$ cat config.mk
export PLATFORM = sky130hd
export DESIGN_NAME = usrc_ctrl
export DESIGN_NICKNAME = d
export VERILOG_FILES = /design/src/rtl/usrc_pkg.sv /design/src/rtl/usrc_fifo.sv /design/src/rtl/usrc_sync.sv /design/src/rtl/usrc_ctrl.sv
export SDC_FILE = /design/constraint.sdc
export NUM_CORES = 1
export LEC_CHECK = 0
export ABC_AREA = 1
export BUFFER_PORTS_ARGS = -buffer_cell sky130_fd_sc_hd__buf_4
export CORE_ASPECT_RATIO = 1.75
export CORE_MARGIN = 5
export CORE_UTILIZATION = 59
export CTS_CLUSTER_SIZE = 40
export DETAILED_ROUTE_END_ITERATION = 6
export PLACE_DENSITY_LB_ADDON = 0.3
export SLEW_MARGIN = 40
export SYNTH_ARGS = -nofsm -noshare
export SYNTH_HDL_FRONTEND = slang
export SYNTH_SLANG_ARGS = --single-unit
$ cat constraint.sdc
create_clock -name clock -period 3.1 [get_ports clock]
set_input_delay 0.155 -clock clock [delete_from_list [all_inputs] [get_ports clock]]
set_output_delay 0.155 -clock clock [all_outputs]
set_load 0.01 [all_outputs]
$ cat src/rtl/usrc_pkg.sv
/*
  Package for the sleep, low-power and RS-485 control block: bit positions of
  the control registers, reset values, timing constants and state types.
  Assumes one 100 MHz clock domain and no register bus (bits arrive as ports).
*/
package usrc_pkg;

  // Bit positions inside the registers that the block watches, plus the line-status parity bit, which it does not use.
  localparam int unsigned EFR_SLEEP_EN_BIT   = 4;
  localparam int unsigned EFR_SPECIAL_BIT    = 5;
  localparam int unsigned IER_SLEEP_EN_BIT   = 4;
  localparam int unsigned IER_LINE_STAT_BIT  = 2;
  localparam int unsigned AFC1_IGNORE_RX_BIT = 4;
  localparam int unsigned AFC2_NINE_BIT      = 0;
  localparam int unsigned AFC2_AUTO_RTS_BIT  = 4;
  localparam int unsigned AFC2_RTS_INV_BIT   = 5;
  localparam int unsigned MCR_RTS_BIT        = 1;
  localparam int unsigned LSR_PARITY_BIT     = 2;

  // Reset values.
  localparam logic RTS_RESET      = 1'b1;
  localparam logic RX_EN_RESET    = 1'b0;

  // Timing: the clock period and the idle time on the serial input.
  localparam int unsigned CLOCK_PERIOD_NS = 10;
  localparam int unsigned IDLE_CHARS      = 4;
  localparam int unsigned BITS_PER_CHAR   = 10;
  localparam int unsigned BIT_TIME_NS     = 8680;
  localparam int unsigned BIT_CYCLES      = (BIT_TIME_NS + CLOCK_PERIOD_NS - 1) / CLOCK_PERIOD_NS;
  localparam int unsigned IDLE_CYCLES     = IDLE_CHARS * BITS_PER_CHAR * BIT_CYCLES;

  // Wake delay after a start bit: four cycles restore sampling well before mid-bit.
  localparam int unsigned WAKE_LEAD_CYCLES = 4;

  // Received character path widths and buffer depth.
  localparam int unsigned CHAR_WIDTH = 8;
  localparam int unsigned FIFO_DEPTH = 32;

  // Power state machine, Gray coded along awake -> asleep -> low power.
  typedef enum logic [1:0] {
    USRC_AWAKE  = 2'b00,
    USRC_ASLEEP = 2'b01,
    USRC_LOW_POWER_PIN = 2'b11
  } usrc_power_t;

endpackage : usrc_pkg

$ cat src/rtl/usrc_fifo.sv
/*
  Synchronous FIFO with valid/ready handshakes on both sides.
  Assumes one clock, a synchronous active-high reset and a clock enable.
*/
`timescale 1ns/1ps
module usrc_fifo #(
  parameter int unsigned WIDTH = 9,
  parameter int unsigned DEPTH = 32
) (
  input  wire logic             clock,
  input  wire logic             srst,
  input  wire logic             clk_en,
  input  wire logic [WIDTH-1:0] in_data,
  input  wire logic             in_valid,
  output logic                  in_ready,
  output logic [WIDTH-1:0]      out_data,
  output logic                  out_valid,
  input  wire logic             out_ready,
  output logic                  empty
);
  localparam int unsigned AW = $clog2(DEPTH);

  logic [WIDTH-1:0] mem [DEPTH];
  logic [AW-1:0]    wr_ptr;
  logic [AW-1:0]    rd_ptr;
  logic [AW:0]      count;
  logic             push;
  logic             pop;

  // Handshake terms; full and empty come straight from the count.
  assign in_ready  = (count != (AW+1)'(DEPTH));
  assign out_valid = (count != '0);
  assign empty     = (count == '0);
  assign out_data  = mem[rd_ptr];
  assign push      = clk_en && in_valid && in_ready;
  assign pop       = clk_en && out_valid && out_ready;

  // Storage write; no reset needed for the data array.
  always_ff @(posedge clock) begin
    if (push) begin
      mem[wr_ptr] <= in_data;
    end
  end

  // Pointers and occupancy.
  always_ff @(posedge clock) begin
    if (srst) begin
      wr_ptr <= '0;
      rd_ptr <= '0;
      count  <= '0;
    end else begin
      if (push) begin
        wr_ptr <= (wr_ptr == AW'(DEPTH - 1)) ? '0 : wr_ptr + 1'b1;
      end
      if (pop) begin
        rd_ptr <= (rd_ptr == AW'(DEPTH - 1)) ? '0 : rd_ptr + 1'b1;
      end
      count <= count + (AW+1)'(push) - (AW+1)'(pop);
    end
  end
endmodule : usrc_fifo

$ cat src/rtl/usrc_sync.sv
/*
  Two-flop synchroniser for a bus of pin inputs.
  Assumes the inputs are asynchronous to clock; the first stage feeds only the second.
*/
`timescale 1ns/1ps
module usrc_sync #(
  parameter int unsigned WIDTH = 1,
  parameter logic [WIDTH-1:0] INIT = '0
) (
  input  wire logic             clock,
  input  wire logic             srst,
  input  wire logic [WIDTH-1:0] async_in,
  output logic [WIDTH-1:0]      sync_out
);
  logic [WIDTH-1:0] stage1;

  // Pin synchroniser; runs regardless of the clock enable so pins stay fresh.
  always_ff @(posedge clock) begin
    if (srst) begin
      stage1   <= INIT;
      sync_out <= INIT;
    end else begin
      stage1   <= async_in;
      sync_out <= stage1;
    end
  end

endmodule : usrc_sync

$ cat src/rtl/usrc_ctrl.sv
/*
  Sleep, low-power and RS-485 control of a single-channel UART.
  Assumes: control register bits arrive as ports from the register file, the
  receiver hands in whole 9-bit characters, and the transmitter reports writes
  and end of shifting as one-cycle pulses on this clock.

*/
`timescale 1ns/1ps
module usrc_ctrl
  import usrc_pkg::*;
#(
  parameter int unsigned IDLE_COUNT = usrc_pkg::IDLE_CYCLES,
  parameter int unsigned DEPTH      = usrc_pkg::FIFO_DEPTH
) (
  input  wire logic                         clock,
  input  wire logic                         srst,
  input  wire logic                         clk_en,
  input  wire logic [7:0]                   enhanced_feature_reg,
  input  wire logic [7:0]                   interrupt_enable_reg,
  input  wire logic [7:0]                   advanced_feature_ctrl_one,
  input  wire logic [7:0]                   advanced_feature_ctrl_two,
  input  wire logic [7:0]                   modem_control_reg,
  input  wire logic [7:0]                   second_stop_char,
  input  wire logic                         flow_ctrl_en,
  input  wire logic                         flow_ctrl_rts,
  input  wire logic                         host_rx_enable,
  input  wire logic                         host_rx_disable,
  input  wire logic                         low_power_pin,
  input  wire logic                         serial_in,
  input  wire logic [3:0]                   modem_inputs,
  input  wire logic                         tx_write,
  input  wire logic                         tx_empty,
  input  wire logic                         tx_done,
  input  wire logic                         irq_pending,
  input  wire logic [usrc_pkg::CHAR_WIDTH:0] rx_char,
  input  wire logic                         rx_char_valid,
  input  wire logic                         rx_pop,
  output logic [usrc_pkg::CHAR_WIDTH-1:0]   rx_data,
  output logic                              rx_flag,
  output logic                              rx_data_valid,
  output logic                              rx_char_ready,
  output logic                              line_status_irq,
  output logic                              rx_enabled,
  output logic                              core_clk_en,
  output logic                              baud_clk_en,
  output logic                              host_isolate,
  output logic                              asleep,
  output logic                              rts_out
);
  import usrc_pkg::*;

  // The idle counter is 32 bits wide so that any sensible idle time fits.

  usrc_power_t                 power_state;
  usrc_power_t                 next_power_state;
  logic                        low_power_pin_s;
  logic                        serial_s;
  logic [3:0]                  modem_s;
  logic [3:0]                  modem_d;
  logic                        serial_d;
  logic [31:0]                 idle_cnt;
  logic                        line_idle;
  logic                        sleep_allowed;
  logic                        sleep_ready;
  logic                        modem_change;
  logic                        start_bit;
  logic                        wake_event;
  logic                        run;
  logic                        rts_busy;
  logic                        nine_bit;
  logic                        auto_detect;
  logic                        is_address;
  logic                        addr_match;
  logic                        store_char;
  logic                        next_rx_enabled;
  logic [CHAR_WIDTH:0]         fifo_in;
  logic [CHAR_WIDTH:0]         fifo_out;
  logic                        fifo_in_ready;
  logic                        fifo_empty;
  logic                        fifo_out_valid;

  // Pins from outside the clock domain pass two flip-flops first.
  usrc_sync #(.WIDTH(6), .INIT(6'h01)) u_sync (
    .clock   (clock),
    .srst    (srst),
    .async_in({low_power_pin, modem_inputs, serial_in}),
    .sync_out({low_power_pin_s, modem_s, serial_s})
  );

  // Run enable of the idle timer, RTS and receive path: a stopped clock or the low-power state is modelled as frozen state.
  assign run = clk_en && (power_state != USRC_LOW_POWER_PIN);

  // Edge history for wake detection; kept alive while asleep, as the pin
  // monitors of a sleeping part still watch the lines.
  always_ff @(posedge clock) begin
    if (srst) begin
      modem_d  <= 4'h0;
      serial_d <= 1'b1;
    end else if (clk_en) begin
      modem_d  <= modem_s;
      serial_d <= serial_s;
    end
  end

  assign modem_change = (modem_s != modem_d);
  assign start_bit    = serial_d && !serial_s;
  assign wake_event   = start_bit || tx_write || modem_change;

  // Idle-line timer: counts high cycles on the serial input up to four chars.
  always_ff @(posedge clock) begin
    if (srst) begin
      idle_cnt <= 32'h0;
    end else if (run) begin
      if (!serial_s) begin
        idle_cnt <= 32'h0;
      end else if (idle_cnt < IDLE_COUNT) begin
        idle_cnt <= idle_cnt + 32'h1;
      end
    end
  end

  assign line_idle = (idle_cnt >= IDLE_COUNT)
                     || advanced_feature_ctrl_one[AFC1_IGNORE_RX_BIT];
  assign sleep_allowed = enhanced_feature_reg[EFR_SLEEP_EN_BIT]
                         && interrupt_enable_reg[IER_SLEEP_EN_BIT];
  assign sleep_ready = sleep_allowed && line_idle && !modem_change
                       && tx_empty && !irq_pending && fifo_empty
                       && !tx_write && !rx_char_valid;

  // Power state: low power wins over everything, sleep repeats while enabled.
  always_comb begin
    next_power_state = power_state;
    case (power_state)
      USRC_AWAKE: begin
        if (low_power_pin_s) begin
          next_power_state = USRC_LOW_POWER_PIN;
        end else if (sleep_ready && !wake_event) begin
          next_power_state = USRC_ASLEEP;
        end
      end
      USRC_ASLEEP: begin
        if (low_power_pin_s) begin
          next_power_state = USRC_LOW_POWER_PIN;
        end else if (wake_event || !sleep_allowed) begin
          next_power_state = USRC_AWAKE;
        end
      end
      USRC_LOW_POWER_PIN: begin
        if (!low_power_pin_s) begin
          next_power_state = USRC_AWAKE;
        end
      end
      default: begin
        next_power_state = USRC_AWAKE;
      end
    endcase
  end

  always_ff @(posedge clock) begin
    if (srst) begin
      power_state <= USRC_AWAKE;
    end else if (clk_en) begin
      power_state <= next_power_state;
    end
  end

  // Clock gate enables are registered; a start bit reopens them within one
  // cycle of the synchronised edge, far inside half a bit time.
  always_ff @(posedge clock) begin
    if (srst) begin
      core_clk_en  <= 1'b1;
      baud_clk_en  <= 1'b1;
      asleep       <= 1'b0;
      host_isolate <= 1'b0;
    end else if (clk_en) begin
      core_clk_en  <= (next_power_state == USRC_AWAKE);
      baud_clk_en  <= (next_power_state == USRC_AWAKE);
      asleep       <= (next_power_state == USRC_ASLEEP);
      host_isolate <= (next_power_state == USRC_LOW_POWER_PIN);
    end
  end

  // Transmitter busy flag for automatic driver control: set on a write,
  // cleared after the last bit; a write in the same cycle as done wins.
  always_ff @(posedge clock) begin
    if (srst) begin
      rts_busy <= 1'b0;
    end else if (run) begin
      if (tx_write) begin
        rts_busy <= 1'b1;
      end else if (tx_done) begin
        rts_busy <= 1'b0;
      end
    end
  end

  // Request-to-send source selection; the pin is active low, except in auto mode with the invert bit set, where it is active high.
  always_ff @(posedge clock) begin
    if (srst) begin
      rts_out <= RTS_RESET;
    end else if (run) begin
      if (advanced_feature_ctrl_two[AFC2_AUTO_RTS_BIT]) begin
        rts_out <= advanced_feature_ctrl_two[AFC2_RTS_INV_BIT]
                   ? (rts_busy || tx_write) : !(rts_busy || tx_write);
      end else if (flow_ctrl_en) begin
        rts_out <= flow_ctrl_rts;
      end else begin
        rts_out <= !modem_control_reg[MCR_RTS_BIT];
      end
    end
  end

  // Multidrop receive filter.
  assign nine_bit    = advanced_feature_ctrl_two[AFC2_NINE_BIT];
  assign auto_detect = nine_bit && enhanced_feature_reg[EFR_SPECIAL_BIT];
  assign is_address  = rx_char[CHAR_WIDTH];
  assign addr_match  = (rx_char[CHAR_WIDTH-1:0] == second_stop_char);

  always_comb begin
    store_char      = rx_char_valid;
    next_rx_enabled = rx_enabled;
    if (host_rx_enable) begin
      next_rx_enabled = 1'b1;
    end
    if (host_rx_disable) begin
      next_rx_enabled = 1'b0;
    end
    if (rx_char_valid && nine_bit) begin
      if (auto_detect) begin
        if (is_address && addr_match) begin
          next_rx_enabled = 1'b1;
        end else if (is_address) begin
          next_rx_enabled = 1'b0;
          store_char      = 1'b0;
        end else begin
          store_char = rx_enabled;
        end
      end else begin
        store_char = is_address || rx_enabled;
      end
    end
  end

  // Receiver enable; hardware auto-enable beats a simultaneous host clear.
  always_ff @(posedge clock) begin
    if (srst) begin
      rx_enabled <= RX_EN_RESET;
    end else if (run) begin
      rx_enabled <= next_rx_enabled;
    end
  end

  // Receive buffer; ready stalls the receiver when it fills.
  assign fifo_in = rx_char;
  usrc_fifo #(.WIDTH(CHAR_WIDTH + 1), .DEPTH(DEPTH)) u_fifo (
    .clock    (clock),
    .srst     (srst),
    .clk_en   (run),
    .in_data  (fifo_in),
    .in_valid (store_char && nine_bit || rx_char_valid && !nine_bit),
    .in_ready (fifo_in_ready),
    .out_data (fifo_out),
    .out_valid(fifo_out_valid),
    .out_ready(rx_pop && rx_data_valid),
    .empty    (fifo_empty)
  );

  // Output register of the receive path; the ninth bit rides in the
  // parity-error position, which covers both multidrop forms.
  always_ff @(posedge clock) begin
    if (srst) begin
      rx_data         <= '0;
      rx_flag         <= 1'b0;
      rx_data_valid   <= 1'b0;
      rx_char_ready   <= 1'b0;
      line_status_irq <= 1'b0;
    end else if (run) begin
      rx_data         <= fifo_out[CHAR_WIDTH-1:0];
      rx_flag         <= fifo_out[CHAR_WIDTH] && nine_bit;
      rx_data_valid   <= fifo_out_valid && !(rx_pop && rx_data_valid);
      rx_char_ready   <= fifo_in_ready;
      line_status_irq <= rx_char_valid && nine_bit && is_address && store_char
                         && interrupt_enable_reg[IER_LINE_STAT_BIT];
    end
  end
endmodule : usrc_ctrl

==> flow_metrics.py, run 1 <==
metrics = {
    "place": {
        "hpwl_microns": 24100,
        "port_buffers": 62,
        "preCtsSetupSlack_ns": 0.354,
        "post_dp_cell_area_sq_mm": 0.0167,
        "place.gp.congestion": 0.906,
    },
    "pwr": {
        "comb_power_share_pct": 9.2,
        "pwr-share-clk_pct": 39.3,
        "ir_drop_uv": 552,
        "sw_frac_of_total_pct": 23.2,
        "internal_power_mw": 8.33,
        "p_leak_nw": 6.72,
        "p_sw_mw": 2.51,
        "seqPwrFrac_pct": 51.5,
        "cellPowerDensity_mw_per_mm2": 602,
    },
    "logic_synthesis": {
        "synth_area_leaders": "edfxtp_1, dfxtp_1, nand2_1, nor2_1, o21ai_0",
        "synthFlopType": "edfxtp_1",
        "async_reset_ff_share_pct": 0,
        "synth_top_area_cell": "edfxtp_1",
        "synth_top_area_share_pct": 54.6,
        "syn_avg_cell_area_sq_um": 10.6,
        "ys_types": 46,
        "synth_area_sq_mm": 0.0158,
        "yosysSeqAreaShare_pct": 65.9,
        "synth_seq_cells": 378,
        "synth_fp_nets": 1589,
        "synth_warnings": 0,
        "synth_enable_flop_cells": 288,
        "netlist_instances": 1494,
    },
    "cells_and_area": {
        "utilization_pct": 67.7,
        "nNetsFinal": 1676,
        "seqCellArea_sq_mm": 0.0105,
        "num-fill-cells": 1905,
        "final_area_sq_mm": 0.0180,
        "final_layout_size_suffix_gt1_share_pct": 12.3,
        "multi_input_area_sq_mm": 0.00455,
        "num_antenna_cells": 0,
        "areaGrowthSynthToFinish_pct": 13.6,
    },
    "global_routing": {
        "antenna_found_initial": 0,
        "grt_overflow_total": 0,
        "grt_pass1_vias": 11119,
        "grt_max_degree": 82,
        "grt_usage_pct": 25.0,
        "grt_pass1_wl_microns": 58400,
    },
    "setup_path": {
        "start_kind": "flop",
        "r2r_cells": 14,
        "rrSetupSlack_ns": 0.44,
        "worst-path-max-fanout": 5,
        "r2r_end": "u_fifo.count[4]",
        "rr_startpoint": "u_fifo.count[2]",
        "end_kind": "flop",
        "cp_data_arrival_time_ns": 3.06,
        "worst_ep_required_time_ns": 3.50,
        "crit_start": "u_fifo.count[2]",
        "worstSetupPathType": "reg -> reg",
    },
    "floorplan": {
        "num_io_pins": 94,
        "num_rows": 79,
        "chipHeight_microns": 227,
        "die_area_sq_mm": 0.0304,
        "floorplan.initialDensity_pct": 59.6,
        "coreArea_sq_mm": 0.0266,
        "die_w_microns": 134,
    },
    "timing": {
        "fmax_mhz": 376,
        "fin_setup_tns_ns": 0,
        "rsz0062_at_grt": "no",
        "setup_viol": 0,
        "hold_slack_ns": 0.0260,
        "timing.slew.headroom_pct": 46.7,
        "setup_slack_ns": 0.440,
        "final_max_slew_viol_count": 0,
        "skew_ns": 0.0172,
        "finalCritPeriodShare_pct": 85.8,
        "worstMarginPinSlew_ns": 0.799,
        "min_period_ns": 2.66,
        "hold_viol_final": 0,
    },
    "cts": {
        "clock_sinks": 378,
        "numCtsBuffers": 34,
        "htree_levels": 2,
        "tritoncts": "done",
        "clkTransAtPathRegs_ns": 0.06,
        "clk_latency_ns": 0.52,
        "post-cts-setup-buffers": 0,
        "cts_buffer_depth": 3,
        "cts-root-buf": "clkbuf_16",
    },
    "drt": {
        "drt-total-wl_microns": 37800,
        "wire_per_inst_microns": 19.6,
        "viasPerCell": 5.83,
        "detail_route.first_pass.iterations": 5,
        "ant_nets": 0,
        "drc": 0,
        "dr_total_vias": 11256,
        "drt_iter0_drc": 956,
    },
    "outcome": {
        "outcome": "finished, final reports clean",
    },
    "hold_path": {
        "hold_depth": 5,
        "min_to": "rts_out",
        "worstHoldStart": "flow_ctrl_rts",
        "hold_class": "in -> reg",
    },
    "job": {
        "drv_cap": 0,
    },
}
## cells in the mapped netlist (17+ instances only)
| library cell | n |
|---|---|
| dfxtp_1 | 90 |
| edfxtp_1 | 288 |
| o21ai_0 | 139 |
| nand2_1 | 276 |
| inv_1 | 94 |
| nor2_1 | 186 |
| nor3_1 | 46 |
| buf_2 | 29 |
| nand3_1 | 76 |
| o22ai_1 | 58 |
| ha_1 | 18 |
| o21ai_1 | 17 |
| a21oi_1 | 54 |
## stage by stage
step,std cells,total power [mW]
floorplan,1494,6.33
global placement,1855,6.63
detailed placement,1855,6.67
CTS,1931,10.9
global route,1931,11.2
finish,1931,10.8
## layer usage
metal	global-route usage [%]	share of wire [%]	up-vias
met5	0	0	-
met4	12.2	5.0	0
met1	26.9	34	5400
met2	47.6	54	431
met3	3.29	6.6	91
li1	-	-	5334
## how the worst max path moves through the flow
| stage | slack (ns) | to | cells after the start |
|---|---|---|---|
| 4_1_cts | 0.43 | u_fifo.count[4] | 14 |
| 6_report | 0.44 | u_fifo.count[4] | 14 |
| 5_1_grt | 0.21 | u_fifo.count[4] | 14 |
| 2_1_floorplan | 0.63 | u_fifo.count[4] | 14 |
| 3_5_place_dp | 0.35 | u_fifo.count[4] | 18 |
| 3_3_place_gp | 0.40 | u_fifo.count[4] | 18 |
## layout by cell type, fill, tap and decap left out, drive strengths merged
| cell type | synthesis | routed |
|---|---|---|
| a211oi | 1 | 1 |
| a21oi | 55 | 55 |
| a31o | 1 | 1 |
| a31oi | 1 | 1 |
| and2 | 1 | 1 |
| buf | 55 | 112 |
| bufinv | 0 | 2 |
| clkbuf | 20 | 46 |
| clkinv | 7 | 15 |
| clkinvlp | 0 | 3 |
| dfxtp | 90 | 90 |
| dlygate4sd3 | 0 | 14 |
| edfxtp | 288 | 288 |
| fa | 1 | 1 |
| ha | 18 | 18 |
| inv | 99 | 102 |
| nand2 | 285 | 285 |
| nand3 | 77 | 77 |
| nand3b | 2 | 2 |
| nand4 | 11 | 11 |
| nor2 | 189 | 189 |
| nor3 | 48 | 48 |
| nor3b | 3 | 3 |
| nor4 | 1 | 1 |
| o211ai | 9 | 9 |
| o21ai | 156 | 156 |
| o21bai | 1 | 1 |
| o22ai | 58 | 58 |
| or2 | 5 | 5 |
| or3 | 1 | 1 |
| xnor2 | 3 | 3 |
| xor2 | 8 | 8 |
## critical path: stages (launching register included)
cell and delay [ns]:
dfxtp_1 0.34, inv_1 0.06, ha_1 0.22, nand4_1 0.19, nand4_1 0.14, inv_1 0.20
ha_1 0.26, inv_1 0.06, ha_1 0.15, inv_1 0.05, fa_1 0.41, nor3_1 0.20
a211oi_1 0.07, o21ai_0 0.15, a21oi_1 0.05
## flip-flops by register name, indices dropped and copies added (netlist names), 5 cells and up, named ones only
register	cells
u_sync.stage1	6
u_sync.sync_out	6
u_fifo.wr_ptr	5
idle_cnt	32
rx_data	8
u_fifo.mem	288
u_fifo.count	6
u_fifo.rd_ptr	5
## power by group through the flow
stage / sequential (mW) / combinational [mW] / clock, mW
final: 5.59 / 0.994 / 4.26
after floorplan: 5.68 / 0.642 / 0
after detailed placement: 5.70 / 0.971 / 0
after global placement: 5.69 / 0.937 / 0
after global routing: 5.59 / 1.12 / 4.54
after CTS: 5.58 / 0.992 / 4.33
## final cells by class
cell class,count,share of cell area (%)
clock buffer,46,5.56
inverter,106,2.27
sequential,378,58.1
timing repair buffer,126,5.75
multi-input combinational,935,25.3
tap,324,2.25
clock inverter,16,0.820
## timing repair
action / in CTS / in global routing
endpoints found under the hold margin: 20 / 0
hold buffers: 14 / 0
resized for setup: 0 / 0
## logic make-up after synthesis
kind of cell,count (synthesis),synth area share [%]
buf+inv,181,5.36
compound gates,282,9.66
flops,378,65.9
xor+xnor,11,0.608
fa+ha+maj,19,1.55
simple gates,623,16.9
(Power assumes the default switching activity.)
==> inputs of run 2 (changes only) <==
--- a/config.mk
+++ b/config.mk
@@ -12,6 +12,7 @@
 export CORE_UTILIZATION = 59
 export CTS_CLUSTER_SIZE = 40
 export DETAILED_ROUTE_END_ITERATION = 6
+export MAX_ROUTING_LAYER = met4
 export PLACE_DENSITY_LB_ADDON = 0.3
 export SLEW_MARGIN = 40
 export SYNTH_ARGS = -nofsm -noshare
==> flow_metrics.py, run 2 (same netlist as run 1, synthesis figures left out) <==
metrics = {
    "outcome": {
        "outcome": "finished, final reports clean",
    },
    "timing": {
        "fmax_mhz": 376,
        "worstMarginPinSlew_ns": 0.791,
        "hold_viol_final": 0,
        "finalCritPeriodShare_pct": 85.8,
        "setup_viol": 0,
        "skew_ns": 0.0184,
        "setup_slack_ns": 0.439,
        "timing.slew.headroom_pct": 47.2,
        "rsz0062_at_grt": "no",
        "final_max_slew_viol_count": 0,
        "hold_slack_ns": 0.0252,
        "fin_setup_tns_ns": 0,
        "min_period_ns": 2.66,
    },
    "drt": {
        "ant_nets": 0,
        "wire_per_inst_microns": 19.6,
        "drt-total-wl_microns": 37900,
        "detail_route.first_pass.iterations": 6,
        "dr_total_vias": 11306,
        "viasPerCell": 5.85,
        "drc": 0,
        "drt_iter0_drc": 1009,
    },
    "cells_and_area": {
        "final_area_sq_mm": 0.0180,
        "utilization_pct": 67.7,
        "nNetsFinal": 1676,
        "final_cells": 1931,
        "regMostFlops": "u_fifo.mem",
        "mostFrequentLayoutCell": "edfxtp_1",
        "areaGrowthSynthToFinish_pct": 13.6,
        "final_layout_size_suffix_gt1_share_pct": 12.3,
        "largest_reg_flops": 288,
        "mostFrequentLayoutCells": "edfxtp_1, nand2_1, nor2_1",
        "num_antenna_cells": 0,
        "reg.largest.list": "u_fifo.mem (288), idle_cnt (32), rx_data (8)",
    },
    "global_routing": {
        "busiest_layer": "met2",
        "use_met1_pct": 27.0,
        "grtUsageMet2_pct": 47.6,
        "grt_usage_pct": 25.7,
        "grt_pass1_wl_microns": 58400,
        "grt_max_degree": 82,
        "grt_pass1_vias": 11124,
        "grtUsageMet3_pct": 3.17,
        "grt_overflow_total": 0,
        "antenna_found_initial": 0,
    },
    "floorplan": {
        "die_area_sq_mm": 0.0304,
        "chipHeight_microns": 227,
        "floorplan.initialDensity_pct": 59.6,
        "num_rows": 79,
        "die_w_microns": 134,
        "num_io_pins": 94,
        "coreArea_sq_mm": 0.0266,
    },
    "setup_path": {
        "cp_data_arrival_time_ns": 3.07,
        "end_kind": "flop",
        "r2r_cells": 14,
        "rr_startpoint": "u_fifo.count[2]",
        "worst_ep_required_time_ns": 3.50,
        "start_kind": "flop",
        "rrSetupSlack_ns": 0.44,
        "worst-path-max-fanout": 5,
        "r2r_end": "u_fifo.count[4]",
        "worstSetupPathType": "reg -> reg",
    },
    "job": {
        "drv_cap": 0,
    },
    "cts": {
        "numCtsBuffers": 34,
        "clock_sinks": 378,
        "post-cts-setup-buffers": 0,
        "htree_levels": 2,
        "post_cts_resized": 0,
        "tritoncts": "done",
        "cts_buffer_depth": 3,
        "clkTransAtPathRegs_ns": 0.06,
        "clk_latency_ns": 0.52,
        "cts-root-buf": "clkbuf_16",
    },
    "pwr": {
        "ir_drop_uv": 552,
        "power_mw": 10.9,
        "p_leak_nw": 6.72,
        "cellPowerDensity_mw_per_mm2": 603,
    },
    "hold_path": {
        "hold_depth": 5,
        "worstHoldStart": "flow_ctrl_rts",
        "hold_class": "in -> reg",
        "min_to": "rts_out",
    },
    "place": {
        "place.gp.congestion": 0.922,
        "port_buffers": 62,
        "preCtsSetupSlack_ns": 0.354,
        "post_dp_cell_area_sq_mm": 0.0167,
        "dpl.cell_count": 1855,
        "hpwl_microns": 24100,
    },
}
## run 2: per-layer routing
metal	wire length (microns)	up-vias
met5	0	-
met4	1870	0
met3	2240	100
met2	20600	414
met1	13200	5459
li1	-	5333
## run 2: where the power goes
group          internal (mW)  leakage, nW  total, mW  switching, mW
sequential              5.53         3.33       5.59         0.0585
clock                   2.46        0.560       4.27           1.81
combinational          0.341         2.84      0.995          0.655
## run 2: cell type report
cell class | count | area, sq um
sequential | 378 | 10500
fill | 1905 | 8590
multi-input combinational | 935 | 4550
timing repair buffer | 126 | 1030
clock buffer | 46 | 1000
inverter | 106 | 409
tap | 324 | 405
clock inverter | 16 | 148
## run 2: timing repair
action                                 CTS  global route
hold buffers                            14             0
endpoints found under the hold margin   20             0
setup endpoints to repair                0             0
## run 2: how the worst max path moves through the flow
stage / depth (start not counted) / endpoint / start / slack (ns)
final: 14 / u_fifo.count[4] / u_fifo.count[2] / 0.44
after global routing: 14 / u_fifo.count[4] / u_fifo.count[2] / 0.21
after CTS: 14 / u_fifo.count[4] / u_fifo.count[2] / 0.43
after detailed placement: 18 / u_fifo.count[4] / rx_char[4] / 0.35
after global placement: 18 / u_fifo.count[4] / rx_char[4] / 0.40
after floorplan: 14 / u_fifo.count[4] / u_fifo.count[2] / 0.63
## run 2: critical path: stages, from the launching register on
cell      delay (ns)
dfxtp_1         0.34
inv_1           0.06
ha_1            0.22
nand4_1         0.19
nand4_1         0.14
inv_1           0.20
ha_1            0.26
inv_1           0.06
ha_1            0.15
inv_1           0.05
fa_1            0.41
nor3_1          0.20
a211oi_1        0.07
o21ai_0         0.15
a21oi_1         0.05
